--- config.mk ---
export PLATFORM = sky130hd
export DESIGN_NAME = rwt_top
export DESIGN_NICKNAME = d
export VERILOG_FILES = /design/src/hw/rwt_decode.v /design/src/hw/rwt_top.v
export VERILOG_INCLUDE_DIRS = /design/src /design/src/hw
export SDC_FILE = /design/constraint.sdc
export NUM_CORES = 1
export LEC_CHECK = 0
export ABC_AREA = 1
export BUFFER_PORTS_ARGS = -buffer_cell sky130_fd_sc_hd__buf_2
export CORE_ASPECT_RATIO = 2
export CORE_MARGIN = 1
export CORE_UTILIZATION = 30
export DETAILED_ROUTE_END_ITERATION = 16
export HOLD_SLACK_MARGIN = 0.06
export PLACE_DENSITY = 0.56
export RECOVER_POWER = 100
export SYNTH_ARGS = -nofsm -noshare
export SYNTH_HDL_FRONTEND = slang
export SYNTH_SLANG_ARGS = --single-unit
--- constraint.sdc ---
create_clock -name clk_i -period 3.8 [get_ports clk_i]
set_clock_uncertainty 0.1 [all_clocks]
set_input_delay 0.57 -clock clk_i [delete_from_list [all_inputs] [get_ports clk_i]]
set_output_delay 0.57 -clock clk_i [all_outputs]
set_load 0.005 [all_outputs]
--- src/hw/rwt_consts.vh ---
// constants for the register window translator
// assumes a 16-bit core address space and byte-wide registers
`ifndef RWT_CONSTS_VH
`define RWT_CONSTS_VH
`define RWT_OFF_SEL0 8'h00
`define RWT_OFF_SEL1 8'h04
`define RWT_OFF_CTRL 8'h08
`define RWT_OFF_STAT 8'h0c
`define RWT_OFF_CORE_SEL 8'h14
`define RWT_SEL_RST 8'h00
`define RWT_CTRL_RST 8'h00
`define RWT_CTRL_NOWIN_BIT 0
`define RWT_BASE_P32 16'h00e0
`define RWT_BASE_S32 16'h0060
`define RWT_BASE_P64 16'h00c0
`define RWT_BASE_S64 16'h0040
`define RWT_BASE_P128 16'h0080
`define RWT_LOWER_TOP 16'h00ff
`define RWT_BLOCK_LO 16'h1fe0
`define RWT_BLOCK_HI 16'h1fff
`define RWT_BLOCK_READ 8'hff
`define RWT_CODE_128_LO 8'h10
`define RWT_CODE_64_LO 8'h20
`define RWT_CODE_32_LO 8'h40
`define RWT_SIZE_NONE 2'd0
`define RWT_SIZE_32 2'd1
`define RWT_SIZE_64 2'd2
`define RWT_SIZE_128 2'd3
`endif

--- src/hw/rwt_decode.v ---
// selector decoder: window size and upper-area base from one selector
// assumes selector is a registered value on the same clock
`timescale 1ns/100ps
`include "rwt_consts.vh"
module rwt_decode #(
    parameter [15:0] BASE32 = 16'h00e0,
    parameter [15:0] BASE64 = 16'h00c0,
    parameter ALLOW128 = 1
) (
    input wire [7:0] sel_i,
    output reg [1:0] size_o,
    output reg [15:0] lower_base_o,
    output reg [15:0] upper_base_o
);
    reg [10:0] raw;

    always @* begin
        size_o = `RWT_SIZE_NONE;
        lower_base_o = 16'h0000;
        raw = 11'h000;
        // codes 40-7f: 32-byte, 20-3f: 64-byte, 10-1f: 128-byte
        if (sel_i[6:0] >= `RWT_CODE_32_LO) begin
            size_o = `RWT_SIZE_32;
            lower_base_o = BASE32;
            raw = {sel_i[5:0], 5'h00};
        end else if (sel_i[6:0] >= `RWT_CODE_64_LO) begin
            size_o = `RWT_SIZE_64;
            lower_base_o = BASE64;
            raw = {sel_i[4:0], 6'h00};
        end else if ((sel_i[6:0] >= `RWT_CODE_128_LO) &&
                (ALLOW128 != 0)) begin
            size_o = `RWT_SIZE_128;
            lower_base_o = `RWT_BASE_P128;
            raw = {sel_i[3:0], 7'h00};
        end
        // indices past the upper file land in the sfr block 1c00-1fff
        upper_base_o = {3'b000, raw[10], raw[10], raw[10:0]};
    end
endmodule // rwt_decode

--- src/hw/rwt_top.v ---
// register window translator: maps direct core addresses through windows
// assumes a classic wishbone master and a core issuing one access a cycle
// Operation
// - target is upper base plus (direct address minus lower window base)
// - primary 32-byte window covers direct addresses from 00e0
// - secondary 32-byte window covers direct addresses from 0060
// - primary 64-byte window covers direct addresses from 00c0
// - secondary 64-byte window covers direct addresses from 0040
// - 128-byte window exists only on primary selector, from 0080
// - windowed reads of 1fe0-1fff return ff when sfrs are mapped
// - windowed writes to 1fe0-1fff are dropped when sfrs are mapped
// - 1f80-1fdf still translate normally in a 128-byte window
// - primary selector low seven bits zero disables all windowing
// - indirect and indexed accesses go to the actual address
//
// Implementation choice: the Wishbone register port.
`timescale 1ns/100ps
`include "rwt_consts.vh"
module rwt_top (
    input wire clk_i,
    input wire rst_i,
    input wire wb_cyc_i,
    input wire wb_stb_i,
    input wire wb_we_i,
    input wire [7:0] wb_adr_i,
    input wire [3:0] wb_sel_i,
    input wire [31:0] wb_dat_i,
    output reg [31:0] wb_dat_o,
    output reg wb_ack_o,
    input wire core_req_i,
    input wire core_we_i,
    input wire core_direct_i,
    input wire [15:0] core_adr_i,
    input wire [7:0] core_wdata_i,
    input wire [7:0] mem_rdata_i,
    output reg mem_req_o,
    output reg mem_we_o,
    output reg [15:0] mem_adr_o,
    output reg [7:0] mem_wdata_o,
    output reg [7:0] core_rdata_o,
    output reg core_rvalid_o
);
    reg [7:0] sel0;
    reg [7:0] sel1;
    reg [7:0] ctrl;
    reg [7:0] hits;
    reg use_sec;
    reg in_win;
    reg blocked;
    reg [15:0] target;
    reg [15:0] offs;
    reg pend_rd;
    reg pend_blk;
    reg [31:0] next_rdata;
    reg next_mem_req;
    reg next_mem_we;
    reg next_pend_rd;
    reg [7:0] next_core_rdata;
    reg [7:0] next_sel0;
    reg [7:0] next_sel1;
    reg [7:0] next_ctrl;
    reg [7:0] next_hits;
    wire wb_wr;
    wire [1:0] p_size;
    wire [15:0] p_lbase;
    wire [15:0] p_ubase;
    wire [1:0] s_size;
    wire [15:0] s_lbase;
    wire [15:0] s_ubase;
    wire [1:0] size;
    wire [15:0] lbase;
    wire [15:0] ubase;
    wire win_off;
    wire core_sel_wr;
    wire wb_go;

    // primary selector
    rwt_decode #(
        .BASE32(`RWT_BASE_P32),
        .BASE64(`RWT_BASE_P64),
        .ALLOW128(1)
    ) u_dec_pri (
        .sel_i(sel0),
        .size_o(p_size),
        .lower_base_o(p_lbase),
        .upper_base_o(p_ubase)
    );

    // secondary selector, no 128-byte codes
    rwt_decode #(
        .BASE32(`RWT_BASE_S32),
        .BASE64(`RWT_BASE_S64),
        .ALLOW128(0)
    ) u_dec_sec (
        .sel_i(sel1),
        .size_o(s_size),
        .lower_base_o(s_lbase),
        .upper_base_o(s_ubase)
    );

    assign win_off = (sel0[6:0] == 7'h00);
    assign core_sel_wr = core_req_i && core_direct_i && core_we_i &&
        (core_adr_i == {8'h00, `RWT_OFF_CORE_SEL});
    assign wb_go = wb_cyc_i && wb_stb_i && !wb_ack_o;

    // pick which window, if any, covers the direct address
    always @* begin
        use_sec = 1'b0;
        in_win = 1'b0;
        if (!win_off && (p_size != `RWT_SIZE_NONE) &&
                core_adr_i >= p_lbase &&
                core_adr_i <= `RWT_LOWER_TOP) begin
            in_win = 1'b1;
        end else if (!win_off && (s_size != `RWT_SIZE_NONE) &&
                core_adr_i >= s_lbase &&
                core_adr_i < s_lbase + ((s_size == `RWT_SIZE_32) ?
                16'h0020 : 16'h0040)) begin
            in_win = 1'b1;
            use_sec = 1'b1;
        end
        // indirect and indexed bypass every window
        if (!core_direct_i) begin
            in_win = 1'b0;
        end
    end

    assign size = use_sec ? s_size : p_size;
    assign lbase = use_sec ? s_lbase : p_lbase;
    assign ubase = use_sec ? s_ubase : p_ubase;

    // offset within window, added to the aligned upper area
    always @* begin
        offs = core_adr_i - lbase;
        target = core_adr_i;
        if (in_win) begin
            target = ubase + offs;
        end
        // only the top 32 sfr locations are unwindowable
        blocked = in_win && !ctrl[`RWT_CTRL_NOWIN_BIT] &&
            target >= `RWT_BLOCK_LO && target <= `RWT_BLOCK_HI;
    end

    assign wb_wr = wb_go && wb_we_i && wb_sel_i[0];

    // memory request; blocked writes never reach memory
    always @* begin
        next_mem_req = 1'b0;
        next_mem_we = 1'b0;
        if (core_req_i) begin
            next_mem_req = !(blocked && core_we_i);
            next_mem_we = core_we_i && !blocked;
        end
    end

    always @(posedge clk_i) begin
        if (rst_i) begin
            mem_req_o <= 1'b0;
            mem_we_o <= 1'b0;
        end else begin
            mem_req_o <= next_mem_req;
            mem_we_o <= next_mem_we;
        end
    end

    // translated address and write data follow every cycle
    always @(posedge clk_i) begin
        if (rst_i) begin
            mem_adr_o <= 16'h0000;
            mem_wdata_o <= 8'h00;
        end else begin
            mem_adr_o <= target;
            mem_wdata_o <= core_wdata_i;
        end
    end

    // read bookkeeping for the answer one cycle later
    always @* begin
        next_pend_rd = core_req_i && !core_we_i;
    end

    always @(posedge clk_i) begin
        if (rst_i) begin
            pend_rd <= 1'b0;
            pend_blk <= 1'b0;
        end else begin
            pend_rd <= next_pend_rd;
            pend_blk <= blocked;
        end
    end

    // memory data is taken in the cycle the request stands
    always @* begin
        next_core_rdata = core_rdata_o;
        if (pend_rd) begin
            if (pend_blk) begin
                next_core_rdata = `RWT_BLOCK_READ;
            end else begin
                next_core_rdata = mem_rdata_i;
            end
        end
    end

    always @(posedge clk_i) begin
        if (rst_i) begin
            core_rdata_o <= 8'h00;
            core_rvalid_o <= 1'b0;
        end else begin
            core_rdata_o <= next_core_rdata;
            core_rvalid_o <= pend_rd;
        end
    end

    // primary selector: a direct core write wins over wishbone
    always @* begin
        next_sel0 = sel0;
        if (core_sel_wr) begin
            next_sel0 = core_wdata_i;
        end else if (wb_wr && wb_adr_i == `RWT_OFF_SEL0) begin
            next_sel0 = wb_dat_i[7:0];
        end
    end

    // secondary selector and control
    always @* begin
        next_sel1 = sel1;
        next_ctrl = ctrl;
        if (wb_wr && wb_adr_i == `RWT_OFF_SEL1) begin
            next_sel1 = wb_dat_i[7:0];
        end
        if (wb_wr && wb_adr_i == `RWT_OFF_CTRL) begin
            next_ctrl = {7'h00, wb_dat_i[`RWT_CTRL_NOWIN_BIT]};
        end
    end

    always @(posedge clk_i) begin
        if (rst_i) begin
            sel0 <= `RWT_SEL_RST;
            sel1 <= `RWT_SEL_RST;
            ctrl <= `RWT_CTRL_RST;
        end else begin
            sel0 <= next_sel0;
            sel1 <= next_sel1;
            ctrl <= next_ctrl;
        end
    end

    // count of direct accesses that went through a window
    always @* begin
        next_hits = hits;
        if (core_req_i && in_win) begin
            next_hits = hits + 8'h01;
        end
    end

    always @(posedge clk_i) begin
        if (rst_i) begin
            hits <= 8'h00;
        end else begin
            hits <= next_hits;
        end
    end

    // one-cycle acknowledge; read data captured with it
    always @(posedge clk_i) begin
        if (rst_i) begin
            wb_ack_o <= 1'b0;
            wb_dat_o <= 32'h00000000;
        end else begin
            wb_ack_o <= wb_go;
            if (wb_go) begin
                wb_dat_o <= next_rdata;
            end
        end
    end

    // register read mux; unmapped offsets read zero

    always @* begin
        next_rdata = 32'h00000000;
        case (wb_adr_i)
            `RWT_OFF_SEL0: next_rdata = {24'h000000, sel0};
            `RWT_OFF_SEL1: next_rdata = {24'h000000, sel1};
            `RWT_OFF_CTRL: next_rdata = {24'h000000, ctrl};
            `RWT_OFF_STAT: next_rdata = {16'h0000, hits, 4'h0,
                win_off, 1'b0, s_size};
            default: next_rdata = 32'h00000000;
        endcase
    end
endmodule // rwt_top

# --- Yosys cells after proc, flatten, opt, wreduce, memory -nomap -nowiden ---
# Index checks and enable logic that the tools add are counted.
word_totals:
  register_bits: 95
  inputBits: 84
  out_inout_bits: 68
  elab_cells: 97
op_classes:
  addsub: 4
  n_lt_le_gt_ge: 11
  n_eq_ne: 5
  mux: 27
  n_bitwise: 1
  n_reduce_logical: 35
ops:
  columns: ["op", "n"]
  rows:
  - ["2-to-1 mux 16 bit", 5]
  - ["one-hot mux 16 bit (4 select lines)", 1]
  - ["2-to-1 mux 11 bit", 5]
  - [">= comparator 16 bit", 2]
  - ["2-to-1 mux 8 bit", 4]
  - ["logical AND 1 bit", 23]
  - ["adder 13 x 16 -> 16 bit", 1]
  - ["adder 16 x 7 -> 16 bit", 1]
  - ["== test 16 x 5 -> 1 bit, second input constant", 1]
  - ["== test 8 x 4 -> 1 bit, second input constant", 2]
  - [">= comparator 16 x 13 -> 1 bit, second input constant", 1]
  - ["<= comparator 16 x 13 -> 1 bit, second input constant", 1]
  - ["<= comparator 16 x 8 -> 1 bit, second input constant", 1]
  - ["< comparator 16 bit", 1]
  - ["subtractor 16 bit", 1]
  - [">= comparator 7 x 6 -> 1 bit, second input constant", 2]
  - [">= comparator 7 bit, second input constant", 2]
  - ["2-to-1 mux 7 bit", 2]
  - ["2-to-1 mux 13 bit", 1]
  - ["2-to-1 mux 2 bit", 5]
  - ["adder 8 x 1 -> 8 bit, second input constant", 1]
  - ["== test 8 x 3 -> 1 bit, second input constant", 1]
  - ["logical NOT 8 bit", 1]
  - [">= comparator 7 x 5 -> 1 bit, second input constant", 1]
  - ["7 further kinds", 17]

# --- Logic depth before layout (Yosys ltp) ---
# Gate-level depths: netlist of run 1.
logic_depth:
  word_depth: 19
  ltp_mapped: 34
  mapped_depth_nobuf: 34

# --- Cells and area by module ---
# Synthesis of run 1 repeated with hierarchy kept, for this count alone.
hier_totals:
  cells_unflattened: 1009
  hier_area_um2: 6765.2
modules_own_cells:
  columns: ["module", "instances", "cells_each", "area_per_inst_um2", "seq_area_each_um2"]
  rows:
  - ["rwt_top", 1, 908, 6163.4, 1581.5]
  - ["rwt_decode at u_dec_pri", 1, 53, 315.3, 0.0]
  - ["rwt_decode at u_dec_sec", 1, 48, 286.5, 0.0]

# --- Worst setup path before layout of run 1 ---
# No wires, ideal clock.
synth_timing:
  kind: "register to register"
  from: "reg sel0[5]"
  to: "reg mem_req_o"
  setup_ns: 0.114
  t_arrival_ns: 3.874
  required_ns: 3.586
  setup_slack_ns: -0.288
  stages_incl_launch_ff: 34
  path_buffers: 0
  period_less_slack_ns: 4.088
  cell_sequence: "dfxtp_1 nor2_4 nand2_4 inv_1 ha_1 nand2_1 nand2_1 nor2_1 nand2_1 nand2_1 nand2_1 nand3_2 inv_1 nor2_1 inv_1 o2111ai_1 o21ai_0 fa_1 inv_1 ha_1 a21oi_1 nor2_1 nor2_1 nor2_1 nor2_1 nand2_1 nand2_1 nand2_1 nand2_1 nand2_1 nor2_1 nand3_1 nand2_1 nand2_1"
synth_via:
  elab_chain_cells: 18
  word_cells_on_any_way: 38
  cone_classes: "add/sub (2); order compare (6); mux (16); reduce/logical (14)"
synth_lines:
  columns: ["item", "line_no", "source"]
  rows:
  - ["start: declaration", "rwt_top.v:43", "reg [7:0] sel0;"]
  - ["start signal: assignment", "rwt_top.v:237", "sel0 <= `RWT_SEL_RST;"]
  - ["start signal: assignment", "rwt_top.v:241", "sel0 <= next_sel0;"]
  - ["parallel branches: the longest is 15 deep, another holds >= comparator 16 bit", null, null]
  - ["logical AND 1 bit (no source line) *", null, null]
  - ["logical AND 1 bit *", "rwt_top.v:150", "next_mem_req = !(blocked && core_we_i);"]
  - ["logical NOT 1 bit *", "rwt_top.v:150", null]
  - ["end signal: assignment", "rwt_top.v:160", "mem_req_o <= next_mem_req;"]
  - ["end: declaration", "rwt_top.v:36", "output reg mem_req_o,"]
# Mark *: on every way between the ends.
# A chain may end at the register's enable or synchronous reset.

# --- Worst setup path after layout of run 1 ---
layout_timing:
  from: "reg sel1[5]"
  to: "reg mem_req_o"
layout_via:
  elab_chain_cells: 19
  word_cells_on_any_way: 33
  cone_classes: "add/sub (3); order compare (6); eq/ne (1); mux (14); reduce/logical (9)"
layout_lines:
  columns: ["item", "line_no", "source"]
  rows:
  - ["start: declaration", "rwt_top.v:44", "reg [7:0] sel1;"]
  - ["start signal: assignment", "rwt_top.v:238", "sel1 <= `RWT_SEL_RST;"]
  - ["start signal: assignment", "rwt_top.v:242", "sel1 <= next_sel1;"]
  - [">= comparator 7 x 6 -> 1 bit (no source line)", null, null]
  - ["2-to-1 mux 2 bit", "rwt_decode.v:26", "end else if (sel_i[6:0] >= `RWT_CODE_64_LO) begin"]
  - ["2-to-1 mux 2 bit", "rwt_decode.v:22", "if (sel_i[6:0] >= `RWT_CODE_32_LO) begin"]
  - ["== test 2 x 1 -> 1 bit (no source line)", null, null]
  - ["2-to-1 mux 7 bit", "rwt_top.v:116", "core_adr_i < s_lbase + ((s_size == `RWT_SIZE_32) ?"]
  - ["adder 16 x 7 -> 16 bit", "rwt_top.v:116", null]
  - ["< comparator 16 bit", "rwt_top.v:116", null]
  - ["logical AND 1 bit", "rwt_top.v:114", "end else if (!win_off && (s_size != `RWT_SIZE_NONE) &&"]
  - ["(+3 left out)", null, null]
  - ["subtractor 16 bit", "rwt_top.v:133", "offs = core_adr_i - lbase;"]
  - ["adder 13 x 16 -> 16 bit", "rwt_top.v:136", "target = ubase + offs;"]
  - ["2-to-1 mux 16 bit", "rwt_top.v:135", "if (in_win) begin"]
  - [">= comparator 16 x 13 -> 1 bit (no source line)", null, null]
  - ["logical AND 1 bit (no source line)", null, null]
  - ["logical AND 1 bit (no source line) *", null, null]
  - ["logical AND 1 bit *", "rwt_top.v:150", null]
  - ["logical NOT 1 bit *", "rwt_top.v:150", null]
# Every way passes the cells marked *; elsewhere a longest branch is shown, timed or not.

==> reports/qor.csv, run 1 <==
stage;metric;value;unit
setup_path;R2R Path Start;sel1[5];
logic_synthesis;Syn Inst Count;737;
detailed_routing;Routed WL;17300;µm
clocking;htree depth;3;
timing;final slew viol count;0;
clocking;Num CTS Buffers;9;
logic_synthesis;EDFF count, synth;0;
floorplan;IO Pins;152;
global_route;antenna violations before repair;0;
floorplan;die width;92.7;µm
detailed_routing;DRT antenna net count;0;
timing;worst hold slack;0.334;ns
min_path;Hold Path Origin;mem_rdata_i[7];
placed_design;I/O Buffers;108;
setup_path;type of destination of the critical path;flip-flop;
min_path;hold crit path type;primary input to flip-flop;
clocking;CTS tree;yes;
timing;setup ws final;-0.397;ns
finish;Area growth syn-to-layout;44.4;%
outcome;status;complete, but fails checks;
clocking;worst skew pair latency;0.35;ns
logic_synthesis;Yosys cell types;42;
finish;ANT cells;0;
outcome;failing checks;negative setup slack;
timing;period utilization;1.10;
setup_path;Required @ worst endpoint;3.94;ns
finish;commonest cells after routing, fill and taps aside;nand2_1 (119), inv_1 (102), buf_4 (92);
placed_design;DP HPWL;14000;µm
flow_run;Max Cap Viol;0;
placed_design;gpl congestion;0.897;
setup_path;Setup CP Type;flip-flop to flip-flop;
setup_path;max incr delay on CP;0.45;ns
floorplan;initial core utilization;0.305;
global_route;total grt overflow;0;
logic_synthesis;synthesized area;4930;µm²
logic_synthesis;Synth Area per Inst;6.70;µm²
logic_synthesis;Yosys reg bits;79;
logic_synthesis;yosys warns;0;
finish;ratio of cells with drive above 1 in the final layout;0.324;
timing;Slew HR;0.241;
timing;final setup fails;11;
global_route;gr usage total;0.207;
logic_synthesis;post-synth top area share;0.320;
detailed_routing;number of remaining DRC errors;0;
logic_synthesis;top cells by area, synth;dfxtp_1 (32%), nand2_1 (11%), ha_1 (8.6%);
finish;fill cell count;1798;
detailed_routing;vias post-DR;5501;
setup_path;critical path startpoint category;flip-flop;
clocking;CTS Sinks;79;
setup_path;slowest CP cell;fa_1;
clocking;clk slew on worst S/H paths;0.07;ns
power;Static Leak;3.30;nW
clocking;Clock Tree Root;clkbuf_16;
timing;Peak Freq;238;MHz
global_route;vias in the first global route;5483;
setup_path;Critical Path Fanout Max;5;
finish;Nets;1059;
floorplan;die area;17000;µm²
setup_path;CP Data Arrival Time;4.34;ns
detailed_routing;DR WL/cell;15.1;µm
finish;most common cell after layout, fill and taps aside;nand2_1;
power;Power Dens Cells;310;nW/µm²
detailed_routing;DR iter-0 viols;145;
logic_synthesis;sequential area share after synthesis;0.320;
clocking;hold buffer count at cts;0;
detailed_routing;Via-to-Cell Ratio;4.80;
floorplan;floorplan core area;16200;µm²
setup_path;Critical Path Source;sel1[5];
timing;crit path time final;4.20;ns
timing;worst slew pin tran;1.14;ns
global_route;global-route wire length before repair;26300;µm
global_route;largest net degree at the start of global routing;41;
clocking;Longest Clk Path Bufs;2;
placed_design;pre-CTS setup slack;-0.903;ns
power;VDD IR max;0.268;mV
logic_synthesis;Yosys top cell by area;dfxtp_1;
floorplan;Die Height;183;µm
floorplan;# rows;66;
detailed_routing;Pre-Repair DR Iteration Count;5;
logic_synthesis;Main synth FF type;dfxtp_1;
timing;Fin. Hold Viols;0;
logic_synthesis;Post-synth ARST share;0;
timing;RSZ-0062 raised after global routing;true;
per-layer routing:
metal / track usage / wire, µm / share of wire / vias to the layer above
met5: 0 / 0 / 0 / -
met1: 0.169 / 5490 / 0.32 / 2516
met4: 0.174 / 1550 / 0.090 / 0
met2: 0.415 / 9800 / 0.57 / 158
met3: 0.0261 / 477 / 0.028 / 79
li1: - / - / - / 2748
critical path: cells and delay by family, from the launching register on:
kind / cells / cell delay, ns
AO/OA/AOI/OAI: 1 / 0.09
AND/OR/NAND/NOR: 21 / 2.14
buffers and inverters: 4 / 0.42
adder cells (fa/ha/maj): 3 / 1.00
flip-flops: 1 / 0.34
synth_stat cells, drive strengths merged (7+ instances only):
cell type,count
a21oi,59
inv,113
dfxtp,79
clkbuf,13
nand4,8
xor2,7
nand2,150
o21ai,59
nor3,18
o22ai,8
buf,21
ha,34
nor2,94
nand3,42
path summary, 6_finish.rpt:
check	slack (ns)	end	depth (start not counted)
setup / recovery	-0.40	mem_req_o	29
hold / removal	0.33	core_rdata_o[7]	3
setup reg to reg	-0.40	mem_req_o	29
hold reg to reg	0.36	sel1[7]	2
cells by family after synthesis:
logic type / synth area share
buf+inv: 0.128
fa+ha+maj: 0.0984
compound gates: 0.159
simple gates: 0.281
flops: 0.320
xor+xnor: 0.0124
other cells: 0.000760
cell type report:
type	count	area, µm²	area share
Multi-Input combinational cell	523	3240	0.454
Sequential cell	79	1590	0.223
Timing Repair Buffer	209	1290	0.182
Inverter	116	445	0.0625
Tap cell	204	255	0.0358
Clock buffer	9	225	0.0316
Clock inverter	7	80.1	0.0112
registers in the layout, indices dropped and copies added, names as in the netlist:
signal and count:
hits 8, pend_rd 1, mem_req_o 1, mem_wdata_o 8
mem_we_o 1, core_rvalid_o 1, sel0 8, wb_ack_o 1
mem_adr_o 16, wb_dat_o 16, ctrl 1, pend_blk 1
sel1 8, core_rdata_o 8
what timing repair did:
item / 4_1_cts / 5_1_grt
buffers inserted: 6 / 11
endpoints found under the hold margin: 0 / 0
gates resized for setup: 42 / 73
pin swaps: 22 / 42
setup endpoints to repair: 14 / 14
report_power, final:
part           total [mW]  internal [mW]  switching (mW)
registers           0.862          0.853         0.00881
clock network       0.899          0.518           0.381
logic               0.450          0.191           0.259
total                2.21           1.56           0.648
per-stage QoR:
stage | TNS (ns) | cell area [µm²] | std cells | power [mW] | utilization
after floorplan | 0 | 5040 | 752 | 1.09 | -
after global placement | -6.47 | 6270 | 1115 | 1.27 | 0.388
after detailed placement | -6.75 | 6270 | 1115 | 1.27 | 0.388
after CTS | -1.95 | 6790 | 1137 | 2.21 | 0.419
after global routing | -5.02 | 7120 | 1147 | 2.32 | 0.440
final | -2.00 | 7120 | 1147 | 2.21 | 0.440
No activity file was read; power rests on OpenSTA's default activity.
==> run 2, diff against run 1 <==
--- a/config.mk
+++ b/config.mk
@@ -8,12 +8,14 @@
 export LEC_CHECK = 0
 export ABC_AREA = 1
 export BUFFER_PORTS_ARGS = -buffer_cell sky130_fd_sc_hd__buf_2
+export CELL_PAD_IN_SITES_DETAIL_PLACEMENT = 1
+export CELL_PAD_IN_SITES_GLOBAL_PLACEMENT = 1
 export CORE_ASPECT_RATIO = 2
 export CORE_MARGIN = 1
 export CORE_UTILIZATION = 30
 export DETAILED_ROUTE_END_ITERATION = 16
 export HOLD_SLACK_MARGIN = 0.06
-export PLACE_DENSITY = 0.56
+export PLACE_DENSITY = 0.73
 export RECOVER_POWER = 100
 export SYNTH_ARGS = -nofsm -noshare
 export SYNTH_HDL_FRONTEND = slang
==> constraint.sdc (replaced) <==
create_clock -name clk_i -period 5.34 [get_ports clk_i]
set_clock_uncertainty 0.1 [all_clocks]
set_input_delay 0.801 -clock clk_i [delete_from_list [all_inputs] [get_ports clk_i]]
set_output_delay 0.801 -clock clk_i [all_outputs]
set_load 0.005 [all_outputs]
==> run 2 against run 1 <==
Compared with the run above: the run ends with max-capacitance violations, max-slew violations left; largest cell class unchanged; sequential power down 29%; largest power group unchanged; cell count down 6.7%; via count down 4.9%.
==> reports/qor.csv, run 2 (same netlist as run 1, synthesis figures left out) <==
stage;metric;value;unit;change
floorplan;IO Pins;152;;unchanged
clocking;Post-CTS Setup Bufs;0;;-6
clocking;hold buffer count at cts;0;;unchanged
global_route;antenna violations before repair;0;;unchanged
timing;worst slew pin tran;1.95;ns;+0.811 ns
min_path;hold crit path type;flip-flop to flip-flop;;
timing;setup ws final;0.436;ns;+0.833 ns
flow_run;Max Cap Viol;1;;+1
global_route;global-route wire length before repair;27900;µm;+6.2%
setup_path;Setup CP Type;flip-flop to flip-flop;;
placed_design;gpl congestion;0.967;;+7.8%
clocking;CTS resizes;0;;-100%
timing;final setup fails;0;;-11
detailed_routing;Via-to-Cell Ratio;4.89;;+1.9%
global_route;vias in the first global route;5557;;+1.3%
floorplan;initial core utilization;0.305;;unchanged
clocking;CTS tree;yes;;
timing;Fin. Hold Viols;0;;unchanged
global_route;total grt overflow;0;;unchanged
setup_path;R2R Path Start;sel0[6];;
timing;Slew HR;-0.299;;-0.540
clocking;htree depth;3;;unchanged
outcome;failing checks;max-capacitance violations, max-slew violations;;
finish;most common cell after layout, fill and taps aside;nand2_1;;
power;Power Dens Cells;256;nW/µm²;-17%
setup_path;CP top delay family;simple AND/OR/NAND/NOR gates;;
setup_path;cell count of the worst reg-to-reg path;32;;+10%
setup_path;critical path startpoint category;flip-flop;;
power;Static Leak;2.87;nW;-13%
timing;final slew viol count;39;;+39
setup_path;Buffers & Inverters on Critical Path;5;;+1
finish;biggest regs;mem_adr_o (16), wb_dat_o (16);;
power;total power;1.55;mW;-30%
detailed_routing;DR WL/cell;16.4;µm;+8.3%
finish;final instance area;6060;µm²;-15%
finish;Area growth syn-to-layout;22.8;%;
clocking;CTS Sinks;79;;unchanged
floorplan;die area;17000;µm²;unchanged
finish;post-layout util;0.374;;-0.0658
min_path;hold path endpoint;sel1[7];;
finish;commonest cells after routing, fill and taps aside;nand2_1 (143), inv_1 (110), nor2_1 (91);;
timing;Setup TNS;0;ns;+2.00 ns
clocking;clk slew on worst S/H paths;0.07;ns;about the same
detailed_routing;number of remaining DRC errors;0;;unchanged
detailed_routing;Pre-Repair DR Iteration Count;4;;-1
detailed_routing;DR iter-0 viols;101;;-30%
floorplan;# rows;66;;unchanged
placed_design;DP HPWL;14400;µm;+2.7%
setup_path;Critical Path Fanout Max;6;;+1
finish;ratio of cells with drive above 1 in the final layout;0.157;;-0.167
min_path;hold depth;2;;-1
floorplan;floorplan core area;16200;µm²;unchanged
min_path;Hold Path Origin;sel1[7];;
clocking;Num CTS Buffers;9;;unchanged
setup_path;RR Endpoint;mem_req_o;;
timing;crit path time final;4.90;ns;+0.707 ns
floorplan;die width;92.7;µm;unchanged
finish;ANT cells;0;;unchanged
placed_design;I/O Buffers;108;;unchanged
finish;Nets;982;;-7.3%
global_route;gr usage total;0.218;;+0.0110
detailed_routing;DRT antenna net count;0;;unchanged
placed_design;Placed Area;5770;µm²;-8.0%
timing;period utilization;0.918;;-0.186
clocking;worst skew pair latency;0.35;ns;about the same
power;VDD IR max;0.178;mV;-34%
detailed_routing;vias post-DR;5231;;-4.9%
floorplan;Die Height;183;µm;unchanged
setup_path;type of destination of the critical path;flip-flop;;
clocking;Longest Clk Path Bufs;2;;unchanged
detailed_routing;Routed WL;17500;µm;+1.0%
setup_path;Required @ worst endpoint;5.49;ns;+1.55 ns
placed_design;pre-CTS setup slack;0.0919;ns;+0.995 ns
setup_path;slowest CP cell;dfxtp_1;;
finish;fill cell count;2185;;+22%
setup_path;R2R Setup Slk;0.44;ns;+0.83 ns
global_route;largest net degree at the start of global routing;41;;unchanged
setup_path;CP Data Arrival Time;5.05;ns;+0.71 ns
timing;Peak Freq;204;MHz;-14%
setup_path;max incr delay on CP;0.49;ns;+0.04 ns
clocking;Clock Tree Root;clkbuf_16;;
timing;RSZ-0062 raised after global routing;false;;
outcome;status;complete, but fails checks;;
## run 2: cell types whose count changed in the layout (fill, tap and decap cells not counted), moves of 9 or more
| cell | before | now |
|---|---|---|
| nand2_2 | 25 | 4 |
| nand2_1 | 119 | 143 |
| buf_4 | 92 | 16 |
| o21ai_0 | 46 | 57 |
| ha_1 | 23 | 34 |
| ha_4 | 10 | 0 |
| nor2_1 | 72 | 91 |
| nor2_2 | 14 | 1 |
| o21ai_1 | 12 | 2 |
| nand3_1 | 31 | 40 |
## run 2: worst max path at each step
stage | start | endpoint | slack, ns | cells past startpoint
after floorplan | core_adr_i[14] | mem_req_o | 1.02 | 31
after global placement | core_adr_i[14] | mem_req_o | 0.17 | 31
after detailed placement | core_adr_i[14] | mem_req_o | 0.09 | 31
after CTS | sel0[6] | mem_req_o | 0.36 | 34
after global routing | sel0[6] | mem_req_o | 0.02 | 35
final | sel0[6] | mem_req_o | 0.44 | 32
## run 2: per-layer routing
layer  share of wire  global-route usage
met5               0                   0
met2            0.58               0.444
met3           0.025              0.0253
met1            0.31               0.179
met4           0.078               0.173
## run 2: power breakdown
part | switching, mW | internal, mW
clock network | 0.272 | 0.425
logic | 0.152 | 0.0903
registers | 0.00641 | 0.607
## run 2: final cells by class
type                            count  area (µm²)  area share
Clock buffer                       10         239      0.0394
Clock inverter                      6        92.6      0.0153
Inverter                          116         435      0.0719
Multi-Input combinational cell    523        2780       0.458
Sequential cell                    79        1580       0.261
Tap cell                          204         255      0.0421
Timing Repair Buffer              132         681       0.112
## run 2: tightest hold or removal path: stages (launching register included)
cell and delay, ns:
dfxtp_1 0.30, inv_1 0.06, a21oi_1 0.06
## run 2: stage by stage
stage | cells | hold slack (ns)
detailed placement | 1054 | 0.354
global route | 1070 | 0.383
CTS | 1070 | 0.364
floorplan | 752 | 0.330
global placement | 1054 | 0.343
finish | 1070 | 0.363
==> run 3, diff against run 2 <==
--- a/config.mk
+++ b/config.mk
@@ -6,7 +6,6 @@
 export SDC_FILE = /design/constraint.sdc
 export NUM_CORES = 1
 export LEC_CHECK = 0
-export ABC_AREA = 1
 export BUFFER_PORTS_ARGS = -buffer_cell sky130_fd_sc_hd__buf_2
 export CELL_PAD_IN_SITES_DETAIL_PLACEMENT = 1
 export CELL_PAD_IN_SITES_GLOBAL_PLACEMENT = 1
@@ -15,7 +14,7 @@
 export CORE_UTILIZATION = 30
 export DETAILED_ROUTE_END_ITERATION = 16
 export HOLD_SLACK_MARGIN = 0.06
-export PLACE_DENSITY = 0.73
+export PLACE_DENSITY = 0.7
 export RECOVER_POWER = 100
 export SYNTH_ARGS = -nofsm -noshare
 export SYNTH_HDL_FRONTEND = slang
==> run 3 against run 2 <==
Compared with the run above: the run now ends clean; sequential power shrank 0.8%; critical endpoint is now pend_blk; synthesized cell count shrank 24%; cell count shrank 14%; setup slack lost 0.22 ns; largest cell class unchanged; sequential share of layout area shrank 0.98 points; count of clock-buffer cells in the layout shrank 1; register-to-register slack lost 0.13 ns.
==> reports/qor.csv, run 3 <==
stage;metric;value;unit;change
detailed_routing;Via-to-Cell Ratio;5.02;;+2.7%
global_route;vias in the first global route;4992;;-10%
placed_design;pre-CTS setup slack;-0.424;ns;-0.516 ns
finish;area used by multi-input combinational logic;3020;µm²;+8.9%
detailed_routing;DR iter-0 viols;114;;+13%
setup_path;R2R Setup Slk;0.31;ns;-0.13 ns
logic_synthesis;most common cell in the netlist;nor2_1;;
global_route;total grt overflow;0;;unchanged
setup_path;CP Data Arrival Time;5.26;ns;+0.21 ns
min_path;hold crit path type;flip-flop to flip-flop;;
setup_path;RR Endpoint;pend_blk;;
flow_run;Max Cap Viol;0;;-1
logic_synthesis;post-synth top area share;0.337;;+0.0164
clocking;CTS Sinks;79;;unchanged
finish;final instance area;6300;µm²;+4.0%
setup_path;Critical Path Fanout Max;8;;+2
timing;crit path time final;5.13;ns;+0.221 ns
logic_synthesis;Main synth FF type;dfxtp_1;;
setup_path;critical path startpoint category;primary input;;
power;switching share of power;0.281;;+0.00468
timing;period utilization;0.960;;+0.0414
floorplan;Die Height;179;µm;-2.4%
setup_path;worst-path cell chain;buf_2, ha_4, or4bb_1, nor4_2, buf_4, o21a_1, nand2_1, a21oi_2, buf_6, buf_6, o211ai_1, o21a_1, ha_1, inv_2, ha_4, a21o_1, or3_4, or2_4, o221ai_4, xnor2_2, nor3_2, a21o_1, and4b_1;;
detailed_routing;number of remaining DRC errors;0;;unchanged
power;VDD IR max;0.126;mV;-29%
clocking;Clock Tree Root;clkbuf_16;;
finish;commonest cells after routing, fill and taps aside;nor2_1 (96), dfxtp_1 (78), buf_2 (74);;
timing;final setup fails;0;;unchanged
power;Switching Power;417;µW;-3.0%
clocking;Num CTS Buffers;9;;unchanged
logic_synthesis;EDFF count, synth;0;;unchanged
finish;Finished Layout Cells;925;;-14%
logic_synthesis;Syn Inst Count;557;;-24%
power;Power Dens Cells;235;nW/µm²;-8.3%
timing;setup ws final;0.215;ns;-0.221 ns
logic_synthesis;Post-synth top cells;nor2_1 (98), dfxtp_1 (79), a21oi_1 (36);;
power;Static Leak;2.79;nW;-2.8%
logic_synthesis;top cells by area, synth;dfxtp_1 (34%), ha_1 (9.1%), nor2_1 (7.8%);;
floorplan;die width;90.5;µm;-2.4%
setup_path;slowest CP cell;or4bb_1;;
setup_path;max incr delay on CP;0.49;ns;about the same
finish;FF+latch area;1580;µm²;about the same
timing;final slew viol count;0;;-100%
setup_path;Required @ worst endpoint;5.48;ns;about the same
floorplan;# rows;64;;-3.0%
placed_design;placed cell count;900;;-15%
timing;worst hold slack;0.389;ns;+0.0253 ns
detailed_routing;vias post-DR;4645;;-11%
logic_synthesis;synthesized area;4690;µm²;-4.9%
global_route;global-route wire length before repair;24700;µm;-12%
setup_path;type of destination of the critical path;flip-flop;;
timing;Fin. Hold Viols;0;;unchanged
min_path;hold depth;2;;unchanged
detailed_routing;DRT antenna net count;0;;unchanged
floorplan;die area;16200;µm²;-4.8%
logic_synthesis;Post-synth ARST share;0;;unchanged
global_route;antenna violations before repair;0;;unchanged
detailed_routing;Routed WL;15900;µm;-9.0%
finish;Nets;843;;-14%
clocking;Longest Clk Path Bufs;2;;unchanged
logic_synthesis;Synth Area per Inst;8.43;µm²;+26%
finish;ANT cells;0;;unchanged
finish;fill cell count;1874;;-14%
clocking;worst skew pair latency;0.34;ns;about the same
logic_synthesis;Yosys reg bits;79;;unchanged
detailed_routing;DR WL/cell;17.2;µm;+5.3%
setup_path;cell count of the worst reg-to-reg path;23;;-28%
finish;most common cell after layout, fill and taps aside;nor2_1;;
placed_design;DP HPWL;12700;µm;-11%
setup_path;R2R Path Start;sel1[6];;
finish;biggest regs;mem_adr_o (16), wb_dat_o (16);;
clocking;htree depth;3;;unchanged
min_path;hold path endpoint;hits[7];;
logic_synthesis;yosys warns;0;;unchanged
setup_path;Setup CP Type;primary input to flip-flop;;
logic_synthesis;sequential area share after synthesis;0.337;;+0.0164
power;clock share of power;0.388;;-0.061
clocking;CTS tree;yes;;
global_route;gr usage total;0.198;;-0.0202
timing;worst slew pin tran;1.02;ns;-0.927 ns
floorplan;initial core utilization;0.307;;+0.00205
finish;ratio of cells with drive above 1 in the final layout;0.286;;+0.129
clocking;clk slew on worst S/H paths;0.06;ns;about the same
min_path;Hold Path Origin;hits[7];;
finish;Area growth syn-to-layout;34.2;%;
detailed_routing;Pre-Repair DR Iteration Count;4;;unchanged
power;Combinational Power Share;0.201;;+0.045
placed_design;I/O Buffers;108;;unchanged
timing;Slew HR;0.313;;+0.611
outcome;status;finished clean;;
logic_synthesis;Yosys cell types;62;;+48%
power;Int Power;1.06;mW;-5.3%
power;total power;1.48;mW;-4.6%
logic_synthesis;Yosys top cell by area;dfxtp_1;;
floorplan;floorplan core area;15300;µm²;-5.5%
global_route;largest net degree at the start of global routing;79;;+93%
placed_design;Placed Area;5790;µm²;+0.26%
placed_design;gpl congestion;0.938;;-2.9%
power;Flop pwr share;0.411;;+0.016
floorplan;IO Pins;152;;unchanged
timing;Peak Freq;195;MHz;-4.3%
[run 3: cell types whose count changed after synthesis, sizes merged, moves of 7 or more]
| cell | change |
|---|---|
| inv | -79 |
| a22oi | +18 |
| nand3 | -36 |
| mux2 | +7 |
| nand2 | -125 |
| mux2i | +26 |
| a21oi | -23 |
| o21ai | -44 |
| nor3 | -14 |
| nor2b | +20 |
| xnor2 | +12 |
[run 3: final cells by class]
type                            count  share of cell area
Sequential cell                    79               0.251
Tap cell                          198              0.0393
Clock buffer                        9              0.0357
Timing Repair Buffer              179               0.165
Clock inverter                      7             0.00894
Multi-Input combinational cell    419               0.480
Inverter                           34              0.0203
[run 3: logic make-up after synthesis]
logic type | Yosys count | share of synthesized area
AND/OR/NAND/NOR | 198 | 0.208
AO/OA/AOI/OAI | 113 | 0.160
flip-flops | 79 | 0.337
buffers and inverters | 74 | 0.0738
adder cells (fa/ha/maj) | 37 | 0.103
multiplexers | 34 | 0.0770
XOR/XNOR | 21 | 0.0392
other | 1 | 0.000799
[run 3: what timing repair did]
action	4_1_cts	5_1_grt
resized for setup	3	37
cloned	0	0
setup buffers	0	9
endpoints found under the setup margin	3	6
endpoints found under the hold margin	0	0
pin swaps	0	21
hold buffers	0	0
[run 3: per-stage QoR]
stage / utilization / TNS (ns)
5_1_grt: 0.412 / -0.0201
6_report: 0.412 / 0
2_1_floorplan: - / 0
3_3_place_gp: 0.378 / -1.10
3_5_place_dp: 0.378 / -1.92
4_1_cts: 0.398 / 0
[run 3: worst max-delay path, delay by kind of cell]
kind,cells,cell delay (ns)
and+or+nand+nor,7,1.74
adders and majority gates,3,0.77
xor gates and xnor gates,1,0.15
buffers and inverters,5,0.62
AOI/OAI and AO/OA,7,1.17
[run 3: power groups by stage]
stage	sequential, mW	clock (mW)	combinational (mW)
final	0.609	0.574	0.298
after global routing	0.610	0.613	0.326
after CTS	0.609	0.591	0.270
after detailed placement	0.622	0	0.266
after global placement	0.621	0	0.258
after floorplan	0.623	0	0.139
[run 3: worst max-delay path by stage]
stage | cells past startpoint | from | to | slack, ns
after floorplan | 20 | core_adr_i[5] | pend_blk | 0.11
after global placement | 21 | core_adr_i[5] | pend_blk | -0.29
after detailed placement | 24 | core_adr_i[5] | pend_blk | -0.42
after CTS | 24 | core_adr_i[5] | pend_blk | 0.03
after global routing | 23 | core_adr_i[6] | pend_blk | -0.02
final | 23 | core_adr_i[6] | pend_blk | 0.21
[run 3: per-layer routing]
| metal | vias to the layer above | global-route usage | routed length [µm] |
|---|---|---|---|
| li1 | 2229 | - | - |
| met3 | 46 | 0.0335 | 593 |
| met1 | 2236 | 0.175 | 5270 |
| met2 | 134 | 0.399 | 9310 |
| met5 | - | 0 | 0 |
| met4 | 0 | 0.132 | 758 |
